## src/common/wit_regs.vh

```
`ifndef WIT_REGS_VH
`define WIT_REGS_VH

// Write addresses (word writes only), lower 16 address bits.
`define WIT_WR_ADDR_CTRL 16'hffa8
`define WIT_WR_ADDR_RST 16'hffaa

// Read addresses (byte reads), lower 16 address bits.
`define WIT_RD_ADDR_CTRL 16'hffa8
`define WIT_RD_ADDR_COUNT 16'hffa9
`define WIT_RD_ADDR_RST 16'hffab

// Passwords carried in the upper byte of a write word; the clear data goes in the lower byte.
`define WIT_PW_COUNT 8'h5a
`define WIT_PW_CTRL 8'ha5
`define WIT_PW_RST_CLR 8'ha5
`define WIT_PW_RST_OE 8'h5a
`define WIT_RST_CLR_DATA 8'h00

// Field positions in timer_control_status.
`define WIT_CTRL_OVF_BIT 7
`define WIT_CTRL_MODE_BIT 6
`define WIT_CTRL_TME_BIT 5
`define WIT_CTRL_RSVD 2'h3

// Field positions in reset_control_status.
`define WIT_RST_SEEN_BIT 7
`define WIT_RST_OE_BIT 6
`define WIT_RST_RSVD 6'h3f

// Reset values and the count maximum.
`define WIT_CTRL_RESET 8'h18
`define WIT_COUNT_RESET 8'h00
`define WIT_RST_RESET 8'h3f
`define WIT_COUNT_MAX 8'hff

// Prescaler: tap widths in bits, divide = 2**width, code 0 in the low nibble.
`define WIT_PRE_WIDTH 12
`define WIT_TAP_WIDTHS 32'hcb98_7651

// Reset pulse lengths in system clock states; one state is one clock.
`define WIT_STATE_PER_CYCLE 1
`define WIT_INT_RST_STATES 518
`define WIT_EXT_RST_STATES 132
`define WIT_INT_RST_CYC (`WIT_INT_RST_STATES / `WIT_STATE_PER_CYCLE)
`define WIT_EXT_RST_CYC (`WIT_EXT_RST_STATES / `WIT_STATE_PER_CYCLE)

`endif

```

## src/rtl/wit_prescaler.v

```verilog
`timescale 1ns/1ps
`include "wit_regs.vh"

module wit_prescaler
(
    input wire ref_clk_in,
    input wire rst_n_in,
    input wire [2:0] select_in,
    output wire tick_out
);

    reg [`WIT_PRE_WIDTH-1:0] div_ff;
    wire [7:0] tap_tick;
    wire [31:0] tap_widths = `WIT_TAP_WIDTHS;

    // One divider feeds every tap, so switching taps never restarts the count.
    always @(posedge ref_clk_in or negedge rst_n_in)
    begin
        if (!rst_n_in)
        begin
            div_ff <= {`WIT_PRE_WIDTH{1'b0}};
        end
        else
        begin
            div_ff <= div_ff + 1'b1;
        end
    end

    genvar gi;
    generate
        for (gi = 0; gi < 8; gi = gi + 1)
        begin : g_tap
            wire [3:0] w = tap_widths[gi*4 +: 4];
            wire [`WIT_PRE_WIDTH-1:0] mask = ~({`WIT_PRE_WIDTH{1'b1}} << w);
            assign tap_tick[gi] = &(div_ff | ~mask);
        end
    endgenerate

    assign tick_out = tap_tick[select_in];

endmodule // wit_prescaler

```

## src/rtl/wit_rstgen.v

```verilog
`timescale 1ns/1ps
`include "wit_regs.vh"

module wit_rstgen
(
    input wire ref_clk_in,
    input wire rst_n_in,
    input wire start_in,
    input wire ext_enable_in,
    output wire int_active_out,
    output wire ext_active_out
);

    // The counts are cut to the counter width on purpose; both fit in ten bits.
    localparam integer INT_LEN_FULL = `WIT_INT_RST_CYC;
    localparam integer EXT_LEN_FULL = `WIT_EXT_RST_CYC;
    localparam [9:0] INT_LEN = INT_LEN_FULL[9:0];
    localparam [9:0] EXT_LEN = EXT_LEN_FULL[9:0];

    reg [9:0] int_cnt_ff;
    reg [9:0] ext_cnt_ff;

    always @(posedge ref_clk_in or negedge rst_n_in)
    begin
        if (!rst_n_in)
        begin
            int_cnt_ff <= 10'h000;
            ext_cnt_ff <= 10'h000;
        end
        else
        begin
            if (start_in && int_cnt_ff == 10'h000)
            begin
                int_cnt_ff <= INT_LEN;
                ext_cnt_ff <= ext_enable_in ? EXT_LEN : 10'h000;
            end
            else
            begin
                if (int_cnt_ff != 10'h000)
                begin
                    int_cnt_ff <= int_cnt_ff - 10'h001;
                end
                if (ext_cnt_ff != 10'h000)
                begin
                    ext_cnt_ff <= ext_cnt_ff - 10'h001;
                end
            end
        end
    end

    assign int_active_out = (int_cnt_ff != 10'h000);
    assign ext_active_out = (ext_cnt_ff != 10'h000);

endmodule // wit_rstgen

```

## src/rtl/wit_top.v

```verilog
`timescale 1ns/1ps
`include "wit_regs.vh"

module wit_top
(
    input wire ref_clk_in,
    input wire rst_n_in,
    input wire standby_in,
    input wire [15:0] bus_addr_in,
    input wire [15:0] bus_wdata_in,
    input wire bus_wr_in,
    input wire bus_word_in,
    input wire bus_rd_in,
    output wire [7:0] bus_rdata_out,
    output wire interval_irq_out,
    output wire internal_reset_out,
    output wire reset_output_pin_o_out,
    output wire reset_output_pin_oe_out
);

    // Synchronised copy of the external reset pin.
    reg [1:0] rst_sync_ff;
    wire rst_n;

    // timer_control_status fields.
    reg overflow_flag_ff;
    reg watchdog_or_interval_select_ff;
    reg timer_run_enable_ff;
    reg [2:0] prescaler_select_ff;
    reg nxt_overflow_flag;
    reg nxt_watchdog_or_interval_select;
    reg nxt_timer_run_enable;
    reg [2:0] nxt_prescaler_select;

    // Overflow clear is armed by a read that saw the flag set.
    reg ovf_armed_ff;
    reg nxt_ovf_armed;

    // timer_count.
    reg [7:0] timer_count_ff;
    reg [7:0] nxt_timer_count;

    // reset_control_status fields.
    reg watchdog_reset_seen_ff;
    reg reset_output_enable_ff;
    reg nxt_watchdog_reset_seen;
    reg nxt_reset_output_enable;

    // Read data.
    reg [7:0] rdata_ff;
    reg [7:0] nxt_rdata;

    wire [7:0] wr_hi = bus_wdata_in[15:8];
    wire [7:0] wr_lo = bus_wdata_in[7:0];
    wire word_wr = bus_wr_in & bus_word_in;
    wire wr_count;
    wire wr_ctrl;
    wire wr_rst_clr;
    wire wr_rst_oe;
    wire rd_ctrl;
    wire rd_count;
    wire rd_rst;
    wire [7:0] ctrl_view;
    wire [7:0] rst_view;
    wire count_tick;
    wire ovf_event;
    wire wdt_fire;
    wire int_rst_active;
    wire ext_rst_active;

    always @(posedge ref_clk_in or negedge rst_n_in)
    begin
        if (!rst_n_in)
        begin
            rst_sync_ff <= 2'h0;
        end
        else
        begin
            rst_sync_ff <= {rst_sync_ff[0], 1'b1};
        end
    end

    assign rst_n = rst_sync_ff[1];

    // Byte writes match none of these, so they are silently dropped.
    assign wr_count = word_wr && (bus_addr_in == `WIT_WR_ADDR_CTRL)
        && (wr_hi == `WIT_PW_COUNT);
    assign wr_ctrl = word_wr && (bus_addr_in == `WIT_WR_ADDR_CTRL)
        && (wr_hi == `WIT_PW_CTRL);
    assign wr_rst_clr = word_wr && (bus_addr_in == `WIT_WR_ADDR_RST)
        && (wr_hi == `WIT_PW_RST_CLR) && (wr_lo == `WIT_RST_CLR_DATA);
    assign wr_rst_oe = word_wr && (bus_addr_in == `WIT_WR_ADDR_RST)
        && (wr_hi == `WIT_PW_RST_OE);

    assign rd_ctrl = bus_rd_in && (bus_addr_in == `WIT_RD_ADDR_CTRL);
    assign rd_count = bus_rd_in && (bus_addr_in == `WIT_RD_ADDR_COUNT);
    assign rd_rst = bus_rd_in && (bus_addr_in == `WIT_RD_ADDR_RST);

    assign ctrl_view = {overflow_flag_ff, watchdog_or_interval_select_ff,
        timer_run_enable_ff, `WIT_CTRL_RSVD, prescaler_select_ff};
    assign rst_view = {watchdog_reset_seen_ff, reset_output_enable_ff,
        `WIT_RST_RSVD};

    wit_prescaler u_prescaler
    (
        .ref_clk_in(ref_clk_in),
        .rst_n_in(rst_n),
        .select_in(prescaler_select_ff),
        .tick_out(count_tick)
    );

    // A counter write in the same cycle as a tick wins, so no increment
    // and no overflow can come from that tick.
    assign ovf_event = timer_run_enable_ff && count_tick && !wr_count
        && (timer_count_ff == `WIT_COUNT_MAX);
    assign wdt_fire = ovf_event && watchdog_or_interval_select_ff;

    wit_rstgen u_rstgen
    (
        .ref_clk_in(ref_clk_in),
        .rst_n_in(rst_n),
        .start_in(wdt_fire),
        .ext_enable_in(reset_output_enable_ff),
        .int_active_out(int_rst_active),
        .ext_active_out(ext_rst_active)
    );

    // Timer control and counter next state.
    always @*
    begin
        nxt_overflow_flag = overflow_flag_ff;
        nxt_watchdog_or_interval_select = watchdog_or_interval_select_ff;
        nxt_timer_run_enable = timer_run_enable_ff;
        nxt_prescaler_select = prescaler_select_ff;
        nxt_ovf_armed = ovf_armed_ff;
        nxt_timer_count = timer_count_ff;

        if (int_rst_active)
        begin
            // The internal chip reset clears this register like a pin reset.
            nxt_overflow_flag = 1'b0;
            nxt_watchdog_or_interval_select = 1'b0;
            nxt_timer_run_enable = 1'b0;
            nxt_prescaler_select = 3'h0;
            nxt_ovf_armed = 1'b0;
        end
        else if (standby_in)
        begin
            nxt_overflow_flag = 1'b0;
            nxt_watchdog_or_interval_select = 1'b0;
            nxt_timer_run_enable = 1'b0;
            nxt_ovf_armed = 1'b0;
        end
        else
        begin
            if (rd_ctrl && overflow_flag_ff)
            begin
                nxt_ovf_armed = 1'b1;
            end
            if (wr_ctrl)
            begin
                nxt_watchdog_or_interval_select = wr_lo[`WIT_CTRL_MODE_BIT];
                nxt_timer_run_enable = wr_lo[`WIT_CTRL_TME_BIT];
                nxt_prescaler_select = wr_lo[2:0];
                nxt_ovf_armed = 1'b0;
                // A one in bit 7 is ignored; a zero clears only when armed.
                if (!wr_lo[`WIT_CTRL_OVF_BIT] && ovf_armed_ff)
                begin
                    nxt_overflow_flag = 1'b0;
                end
            end
            // A new overflow beats a clear in the same cycle.
            if (ovf_event)
            begin
                nxt_overflow_flag = 1'b1;
            end
        end

        if (!timer_run_enable_ff || int_rst_active)
        begin
            nxt_timer_count = `WIT_COUNT_RESET;
        end
        else if (wr_count)
        begin
            nxt_timer_count = wr_lo;
        end
        else if (count_tick)
        begin
            nxt_timer_count = timer_count_ff + 8'h01;
        end
    end

    // Reset control next state; of the resets, only the pin reset clears these bits.
    always @*
    begin
        nxt_watchdog_reset_seen = watchdog_reset_seen_ff;
        nxt_reset_output_enable = reset_output_enable_ff;
        if (wr_rst_clr)
        begin
            nxt_watchdog_reset_seen = 1'b0;
        end
        if (wr_rst_oe)
        begin
            nxt_reset_output_enable = wr_lo[`WIT_RST_OE_BIT];
        end
        if (wdt_fire)
        begin
            nxt_watchdog_reset_seen = 1'b1;
        end
    end

    // Read mux; unmapped addresses return zero.
    always @*
    begin
        nxt_rdata = rdata_ff;
        if (rd_ctrl)
        begin
            nxt_rdata = ctrl_view;
        end
        else if (rd_count)
        begin
            nxt_rdata = timer_count_ff;
        end
        else if (rd_rst)
        begin
            nxt_rdata = rst_view;
        end
        else if (bus_rd_in)
        begin
            nxt_rdata = 8'h00;
        end
    end

    always @(posedge ref_clk_in or negedge rst_n)
    begin
        if (!rst_n)
        begin
            overflow_flag_ff <= 1'b0;
            watchdog_or_interval_select_ff <= 1'b0;
            timer_run_enable_ff <= 1'b0;
            prescaler_select_ff <= 3'h0;
            ovf_armed_ff <= 1'b0;
            timer_count_ff <= `WIT_COUNT_RESET;
            rdata_ff <= 8'h00;
        end
        else
        begin
            overflow_flag_ff <= nxt_overflow_flag;
            watchdog_or_interval_select_ff <= nxt_watchdog_or_interval_select;
            timer_run_enable_ff <= nxt_timer_run_enable;
            prescaler_select_ff <= nxt_prescaler_select;
            ovf_armed_ff <= nxt_ovf_armed;
            timer_count_ff <= nxt_timer_count;
            rdata_ff <= nxt_rdata;
        end
    end

    // Kept in a separate process so the watchdog's own reset never reaches it.
    always @(posedge ref_clk_in or negedge rst_n)
    begin
        if (!rst_n)
        begin
            watchdog_reset_seen_ff <= 1'b0;
            reset_output_enable_ff <= 1'b0;
        end
        else
        begin
            watchdog_reset_seen_ff <= nxt_watchdog_reset_seen;
            reset_output_enable_ff <= nxt_reset_output_enable;
        end
    end

    assign bus_rdata_out = rdata_ff;
    // The request follows the flag in interval mode, so it stays high until the flag is cleared or watchdog mode is selected.
    assign interval_irq_out = overflow_flag_ff && !watchdog_or_interval_select_ff;
    assign internal_reset_out = int_rst_active;
    // Open drain: the pin only ever pulls low.
    assign reset_output_pin_o_out = 1'b0;
    assign reset_output_pin_oe_out = ext_rst_active;

endmodule // wit_top

```

## config.mk

```make
export PLATFORM = sky130hd
export DESIGN_NAME = wit_top
export DESIGN_NICKNAME = d
export VERILOG_FILES = /design/src/rtl/wit_prescaler.v /design/src/rtl/wit_rstgen.v /design/src/rtl/wit_top.v
export VERILOG_INCLUDE_DIRS = /design/src /design/src/common
export SDC_FILE = /design/constraint.sdc
export NUM_CORES = 1
export LEC_CHECK = 0
export BUFFER_PORTS_ARGS = -buffer_cell sky130_fd_sc_hd__buf_2
export CORE_ASPECT_RATIO = 0.9
export CORE_MARGIN = 4
export CORE_UTILIZATION = 40
export CTS_BUF_LIST = sky130_fd_sc_hd__clkbuf_2 sky130_fd_sc_hd__clkbuf_4 sky130_fd_sc_hd__clkbuf_8
export CTS_CLUSTER_SIZE = 10
export DETAILED_ROUTE_END_ITERATION = 12
export PLACE_DENSITY_LB_ADDON = 0.2
export SYNTH_ARGS = -nofsm -noshare
export SYNTH_HDL_FRONTEND = slang
export SYNTH_SLANG_ARGS = --single-unit
export TNS_END_PERCENT = 50
```

## constraint.sdc

```tcl
create_clock -name ref_clk_in -period 2 [get_ports ref_clk_in]
set_input_delay 0 -clock ref_clk_in [delete_from_list [all_inputs] [get_ports ref_clk_in]]
set_output_delay 0 -clock ref_clk_in [all_outputs]
set_load 0.01 [all_outputs]
```

== Word-level counts from Yosys, hierarchy flattened ==
Cells that the tools add are included.
W data, S select, Z words.

* Input port bits: 38
* Word-level logic and storage cells: 107
* Register bits after elaboration: 59

* Bitwise logic cells: 1
* Multiplexer cells: 34
* Equal/unequal tests: 8
* $lt $le $gt $ge: 1
* Add/sub/neg operators: 4
* Reductions and logical operators: 46

{| class="wikitable"
|+ Operators by type and width
! operator !! count
|-
| $eq A16 B16 Y1 const B || 4
|-
| $mux W8 || 8
|-
| $mux W10 || 4
|-
| $reduce_bool A10 Y1 || 2
|-
| $sub A10 B1 Y10 const B || 2
|-
| $logic_and A1 B1 Y1 || 18
|-
| $mux W1 || 18
|-
| $eq A8 B8 Y1 const B || 2
|-
| $reduce_bool A4 Y1 || 4
|-
| $add A12 B1 Y12 const B || 1
|-
| $reduce_and A12 Y1 || 1
|-
| $reduce_and A11 Y1 || 1
|-
| $logic_not A10 Y1 || 1
|-
| $mux W3 || 3
|-
| $reduce_and A9 Y1 || 1
|-
| $add A8 B1 Y8 const B || 1
|-
| $eq A8 B7 Y1 const B || 1
|-
| $logic_not A8 Y1 || 1
|-
| $reduce_and A8 Y1 || 1
|-
| $reduce_bool A2 Y1 || 4
|-
| $reduce_and A7 Y1 || 1
|-
| $reduce_and A6 Y1 || 1
|-
| $reduce_bool A3 Y1 || 2
|-
| $reduce_and A5 Y1 || 1
|-
| other kinds (7) || 11
|}

== Depth between registers and ports, before layout ==
* Word-level depth: 9
* Depth in mapped cells: 11

== Modules after synthesis ==
Synthesis repeated with hierarchy kept, for this count alone.

* Cell total of the unflattened synthesis: 332
* Area total of the unflattened synthesis: 3320.7 µm²

{| class="wikitable"
|+ By module, submodules not included
! module !! instances !! cells each !! area an instance (µm²)
|-
| wit_top || 1 || 181 || 1666.6
|-
| wit_rstgen || 1 || 106 || 1093.5
|-
| wit_prescaler || 1 || 45 || 560.5
|}

== Least setup slack after synthesis ==
No wires, ideal clock.

* Kind: reg-to-reg
* From: register u_prescaler.div_ff[0]
* To: register u_rstgen.ext_cnt_ff[1]
* Clock period less this slack: 2.151 ns
* Path slack: -0.151 ns
* Setup time: 0.095 ns
* Arrival: 2.056 ns
* Cell stages (with the launch flop): 11
* Path buffers: 2
* Cell sequence: dfrtp_1 > ha_1 > and3_2 > ha_1 > mux2i_1 > nor3_1 > a311oi_1 > buf_2 > nor4_2 > buf_2 > a211oi_1

* Cells in the longest elaborated chain, start to end: 9

{| class="wikitable"
|+ Ends and longest elaborated chain
! element !! RTL line !! source
|-
| from (decl) || wit_prescaler.v:12 || <nowiki>reg [`WIT_PRE_WIDTH-1:0] div_ff;</nowiki>
|-
| from (signal assigned) || wit_prescaler.v:21 || <nowiki>div_ff <= {`WIT_PRE_WIDTH{1'b0}};</nowiki>
|-
| from (signal assigned) || wit_prescaler.v:25 || <nowiki>div_ff <= div_ff + 1'b1;</nowiki>
|-
| $reduce_and A12 Y1 (tied with other cells) || wit_prescaler.v:35 || <nowiki>assign tap_tick[gi] = &(div_ff | ~mask);</nowiki>
|-
| $bmux W1 S3 * || wit_prescaler.v:39 || <nowiki>assign tick_out = tap_tick[select_in];</nowiki>
|-
| $mux W1 (implied by the code) * || wit_prescaler.v:39 ||
|-
| $logic_and A1 B1 Y1 * (3 in a row) || wit_top.v:114 || <nowiki>assign ovf_event = timer_run_enable_ff && count_tick && !wr_count</nowiki>
|-
| $logic_and A1 B1 Y1 * || wit_top.v:116 || <nowiki>assign wdt_fire = ovf_event && watchdog_or_interval_select_ff;</nowiki>
|-
| $logic_and A1 B1 Y1 * || wit_rstgen.v:32 || <nowiki>if (start_in && int_cnt_ff == 10'h000)</nowiki>
|-
| $mux W10 or $reduce_bool A2 Y1 (tied branches) || -- ||
|-
| to (signal assigned) || wit_rstgen.v:35 || <nowiki>ext_cnt_ff <= ext_enable_in ? EXT_LEN : 10'h000;</nowiki>
|-
| to (signal assigned) || wit_rstgen.v:45 || <nowiki>ext_cnt_ff <= ext_cnt_ff - 10'h001;</nowiki>
|-
| to (decl) || wit_rstgen.v:21 || <nowiki>reg [9:0] ext_cnt_ff;</nowiki>
|}

Every way passes the cells marked *; elsewhere a longest branch is shown, timed or not. The select of a mux whose other input is x is not followed.
A chain may end at the register's enable or synchronous reset.

== Final worst setup path ==
* From: register u_prescaler.div_ff[1]
* To: register u_rstgen.int_cnt_ff[2]

* Cells in the longest elaborated chain, start to end: 9

{| class="wikitable"
|+ Ends and longest elaborated chain
! element !! RTL line !! source
|-
| $reduce_and A12 Y1 (tied with other cells) || wit_prescaler.v:35 ||
|-
| $bmux W1 S3 * || wit_prescaler.v:39 ||
|-
| $mux W1 (implied by the code) * || wit_prescaler.v:39 ||
|-
| $logic_and A1 B1 Y1 * (3 in a row) || wit_top.v:114 ||
|-
| $logic_and A1 B1 Y1 * || wit_top.v:116 ||
|-
| $logic_and A1 B1 Y1 * || wit_rstgen.v:32 ||
|-
| $mux W10 or $reduce_bool A2 Y1 (tied branches) || -- ||
|-
| to (signal assigned) || wit_rstgen.v:41 || <nowiki>int_cnt_ff <= int_cnt_ff - 10'h001;</nowiki>
|-
| to (decl) || wit_rstgen.v:20 || <nowiki>reg [9:0] int_cnt_ff;</nowiki>
|}

Marks and branches as above.

==> flow_summary_export.csv <==
group,metric,value,unit
status,status,"finished with violations",
status,violations,"negative setup slack",
global_route,grt_pass1_wl,12200,um
floorplan,rows,30,
cts,cts_sinks,59,
sta,finalCritPeriodShare,110,%
cells_and_area,finalNetCount,474,
drt,drt_wl_total,7180,um
logic_synthesis,yosys_most_used_dff,"dfrtp_1",
logic_synthesis,synth_area,3140,um^2
worst_setup_path,start_kind,"flop",
min_path,min_path_cells,2,
cts,cts_tree,"done",
drt,viasPerCell,5.16,
worst_setup_path,reg2reg_setup_slack,-0.21,ns
min_path,min_path_type,"primary input to flop",
cells_and_area,num_antenna_cells,0,
floorplan,die_h,92.0,um
logic_synthesis,syn_nets,365,
sta,setup_tns,-2.54,ns
floorplan,die_x,101,um
global_route,grt_pass1_vias,2673,
place,gp_congestion,0.814,
worst_setup_path,worst-path-buf-inv,1,
min_path,holdCritStartpoint,"bus_rd_in",
place,dp_slack,-0.216,ns
cts,clockBufferDepth,2,
worst_setup_path,crit_path_top_delay_cell,"or4b_4",
run,maxCapViolCount,0,
power_and_ir_drop,ir_drop,0.458,mV
logic_synthesis,synth-edff-count,0,
floorplan,ios,50,
global_route,grt_antenna_before_repair,0,
worst_setup_path,r2r-start,"u_prescaler.div_ff[1]",
place,io_buffers,48,
sta,rsz0062_at_grt,"true",
sta,hold_viol,0,
cts,root_buffer,"clkbuf_8",
cells_and_area,layoutNonFillerInstCount,531,
worst_setup_path,timing.critical_path.cells,"ha_4 > nand3_4 > nor2_4 > ha_2 > nand3b_1 > o31ai_1 > a311oi_1 > buf_4 > or4b_4 > a21oi_2 > mux2_2",
power_and_ir_drop,power.density,539,nW/um^2
cells_and_area,syn_to_final_growth,35.3,%
worst_setup_path,path_class,"flop to flop",
cells_and_area,num-fill-cells,680,
sta,fin_crit,2.21,ns
worst_setup_path,cp_top_family,"simple AND/OR/NAND/NOR gates",
sta,setup_slack,-0.207,ns
sta,fin_skew,0.00959,ns
logic_synthesis,synth_seq_cells,59,
global_route,grt-ovfl-total,0,
sta,clock.fmax,0.453,GHz
drt,drc,0,
worst_setup_path,cp_max_fo,5,
logic_synthesis,yosysWarningCount,0,
floorplan,die_area,9330,um^2
worst_setup_path,cp.required,2.28,ns
logic_synthesis,syn_area_per_cell,9.78,um^2
cts,clock_latency,0.34,ns
global_route,grt_max_degree,58,
global_route,grt_usage,16.5,%
drt,firstDrtPassIters,4,
floorplan,floorplan.initialDensity,41.4,%
sta,finalMaxSlewViolations,0,
cells_and_area,drive_gt1_share,33.6,%
worst_setup_path,cp-end-kind,"flop",
worst_setup_path,r2r-end,"u_rstgen.int_cnt_ff[2]",
cts,cts.htree.levels,3,
worst_setup_path,ff2ff_path_depth,11,
cts,numCtsBuffers,9,
worst_setup_path,critPathMaxStageDelay,0.53,ns
drt,vias,2738,
sta,setup_viol,24,
drt,drtAntennaViolNets,0,
logic_synthesis,synthCells,321,
power_and_ir_drop,p_leak,1.84,nW
sta,whs,0.0615,ns
cts,clk_pin_slew,0.06,ns
place,place_inst,496,
drt,first_iter_violations,153,
min_path,hold_end,"bus_rdata_out[7]",
worst_setup_path,worst_ep_arrival_time,2.49,ns
drt,wl_per_cell,13.5,um
floorplan,core,7580,um^2
logic_synthesis,synth_cell_types,56,
logic_synthesis,synthArstFlopShare,100,%
place,hpwl,5270,um
logic_synthesis,synth_seq_area_share,47.0,%
power_and_ir_drop,finalPower,2.29,mW
-- what timing repair did --
| item | 4_1_cts | 5_1_grt |
|---|---|---|
| pin swaps | 7 | 4 |
| setup endpoints to repair | 27 | 29 |
| resized for setup | 10 | 13 |
| buffers inserted | 6 | 2 |
| endpoints found under the hold margin | 18 | 0 |
| hold buffers | 11 | 0 |
-- report_power, final --
group	switching (mW)	internal, mW	total, mW
Clock	0.454	0.519	0.973
Combinational	0.0618	0.0580	0.120
Sequential	0.00114	1.20	1.20
-- cell type report --
type                            count  area, um^2  share of cell area, %
Multi-Input combinational cell    232        1660                   39.1
Sequential cell                    59        1480                   34.8
Timing Repair Buffer              108         738                   17.4
Clock buffer                       13         160                   3.77
Tap cell                           96         120                   2.83
Inverter                           20        75.1                   1.77
Clock inverter                      3        15.0                  0.354
-- synth_stat cells, types with 3 or more instances --
master / count / share of area (%)
xor2_1: 8 / 2.2
nand3_1: 20 / 3.2
nand2b_1: 3 / 0.60
or4_1: 6 / 1.4
nor2b_1: 9 / 1.8
nor2_1: 30 / 3.6
dfrtp_1: 59 / 47
nor4_1: 7 / 1.4
nand2_1: 22 / 2.6
o22a_1: 3 / 0.84
mux2_2: 5 / 1.8
nor3_1: 11 / 1.8
nand4b_1: 3 / 0.84
xnor2_1: 15 / 4.2
clkbuf_1: 7 / 0.84
a21oi_1: 5 / 0.80
inv_1: 19 / 2.3
nand4_1: 4 / 0.80
nor4bb_1: 3 / 0.96
mux2i_1: 7 / 2.2
o21ai_0: 26 / 4.1
ha_1: 6 / 2.4
-- layout by cell type, fill, tap and decap left out, drive strengths merged, types with 5 or more instances in the layout --
cell type and instances:
a21oi 6, or4 7, dfrtp 59, mux2i 7
clkbuf 13, xnor2 15, ha 6, nor2b 9
nand3 20, nand4 5, o21ai 27, nor2 31
nor4 9, mux2 5, inv 20, nor3 12
dlygate4sd3 11, xor2 8, nand2 22, buf 97
-- registers in the layout, summed over array words and instances, names as in the netlist, 2 cells and up --
signal	cells
u_prescaler.div_ff	12
u_rstgen.ext_cnt_ff	10
u_rstgen.int_cnt_ff	10
bus_rdata_out	8
timer_count_ff	8
prescaler_select_ff	3
rst_sync_ff	2
-- worst register-to-register path, cell delays in order, from the launching register on --
cell and delay (ns):
dfrtp_1 0.39, ha_4 0.18, nand3_4 0.08, nor2_4 0.10
ha_2 0.17, nand3b_1 0.07, o31ai_1 0.07, a311oi_1 0.12
buf_4 0.17, or4b_4 0.53, a21oi_2 0.13, mux2_2 0.15
-- logic make-up (layout without fill, tap and decap cells) --
logic type                 Yosys count  count (layout)  synth area share [%]
AOI/OAI and AO/OA                   51              51                  10.6
and+or+nand+nor                    138             138                  25.5
adders and majority gates            6               6                  2.39
buffers and inverters               30             144                  3.79
other                                2               2                 0.239
xor gates and xnor gates            23              23                  6.42
DFF                                 59              59                  47.0
muxes                               12              12                  4.03
-- routing by layer --
metal / global-route usage (%) / vias to the layer above / routed length, um
met5: 0 / - / 0
met4: 6.31 / 0 / 124
met3: 4.71 / 14 / 355
met2: 25.2 / 56 / 3280
met1: 22.0 / 1311 / 3420
li1: - / 1357 / -
-- per-stage QoR --
| step | utilization, % | area (um^2) |
|---|---|---|
| global route | 56.0 | 4250 |
| floorplan | - | 3180 |
| detailed placement | 50.4 | 3820 |
| CTS | 55.2 | 4190 |
| finish | 56.0 | 4250 |
| global placement | 50.4 | 3820 |
-- worst max-delay path by stage --
stage / cells past startpoint / slack, ns / start / end
2_1_floorplan: 11 / -0.05 / u_prescaler.div_ff[0] / overflow_flag_ff
3_3_place_gp: 11 / -0.19 / u_prescaler.div_ff[1] / u_rstgen.int_cnt_ff[0]
3_5_place_dp: 11 / -0.22 / u_prescaler.div_ff[1] / u_rstgen.int_cnt_ff[2]
4_1_cts: 11 / -0.22 / u_prescaler.div_ff[1] / u_rstgen.int_cnt_ff[2]
5_1_grt: 13 / -0.36 / u_prescaler.div_ff[1] / u_rstgen.ext_cnt_ff[7]
6_report: 11 / -0.21 / u_prescaler.div_ff[1] / u_rstgen.int_cnt_ff[2]
(Power assumes the default switching activity.)
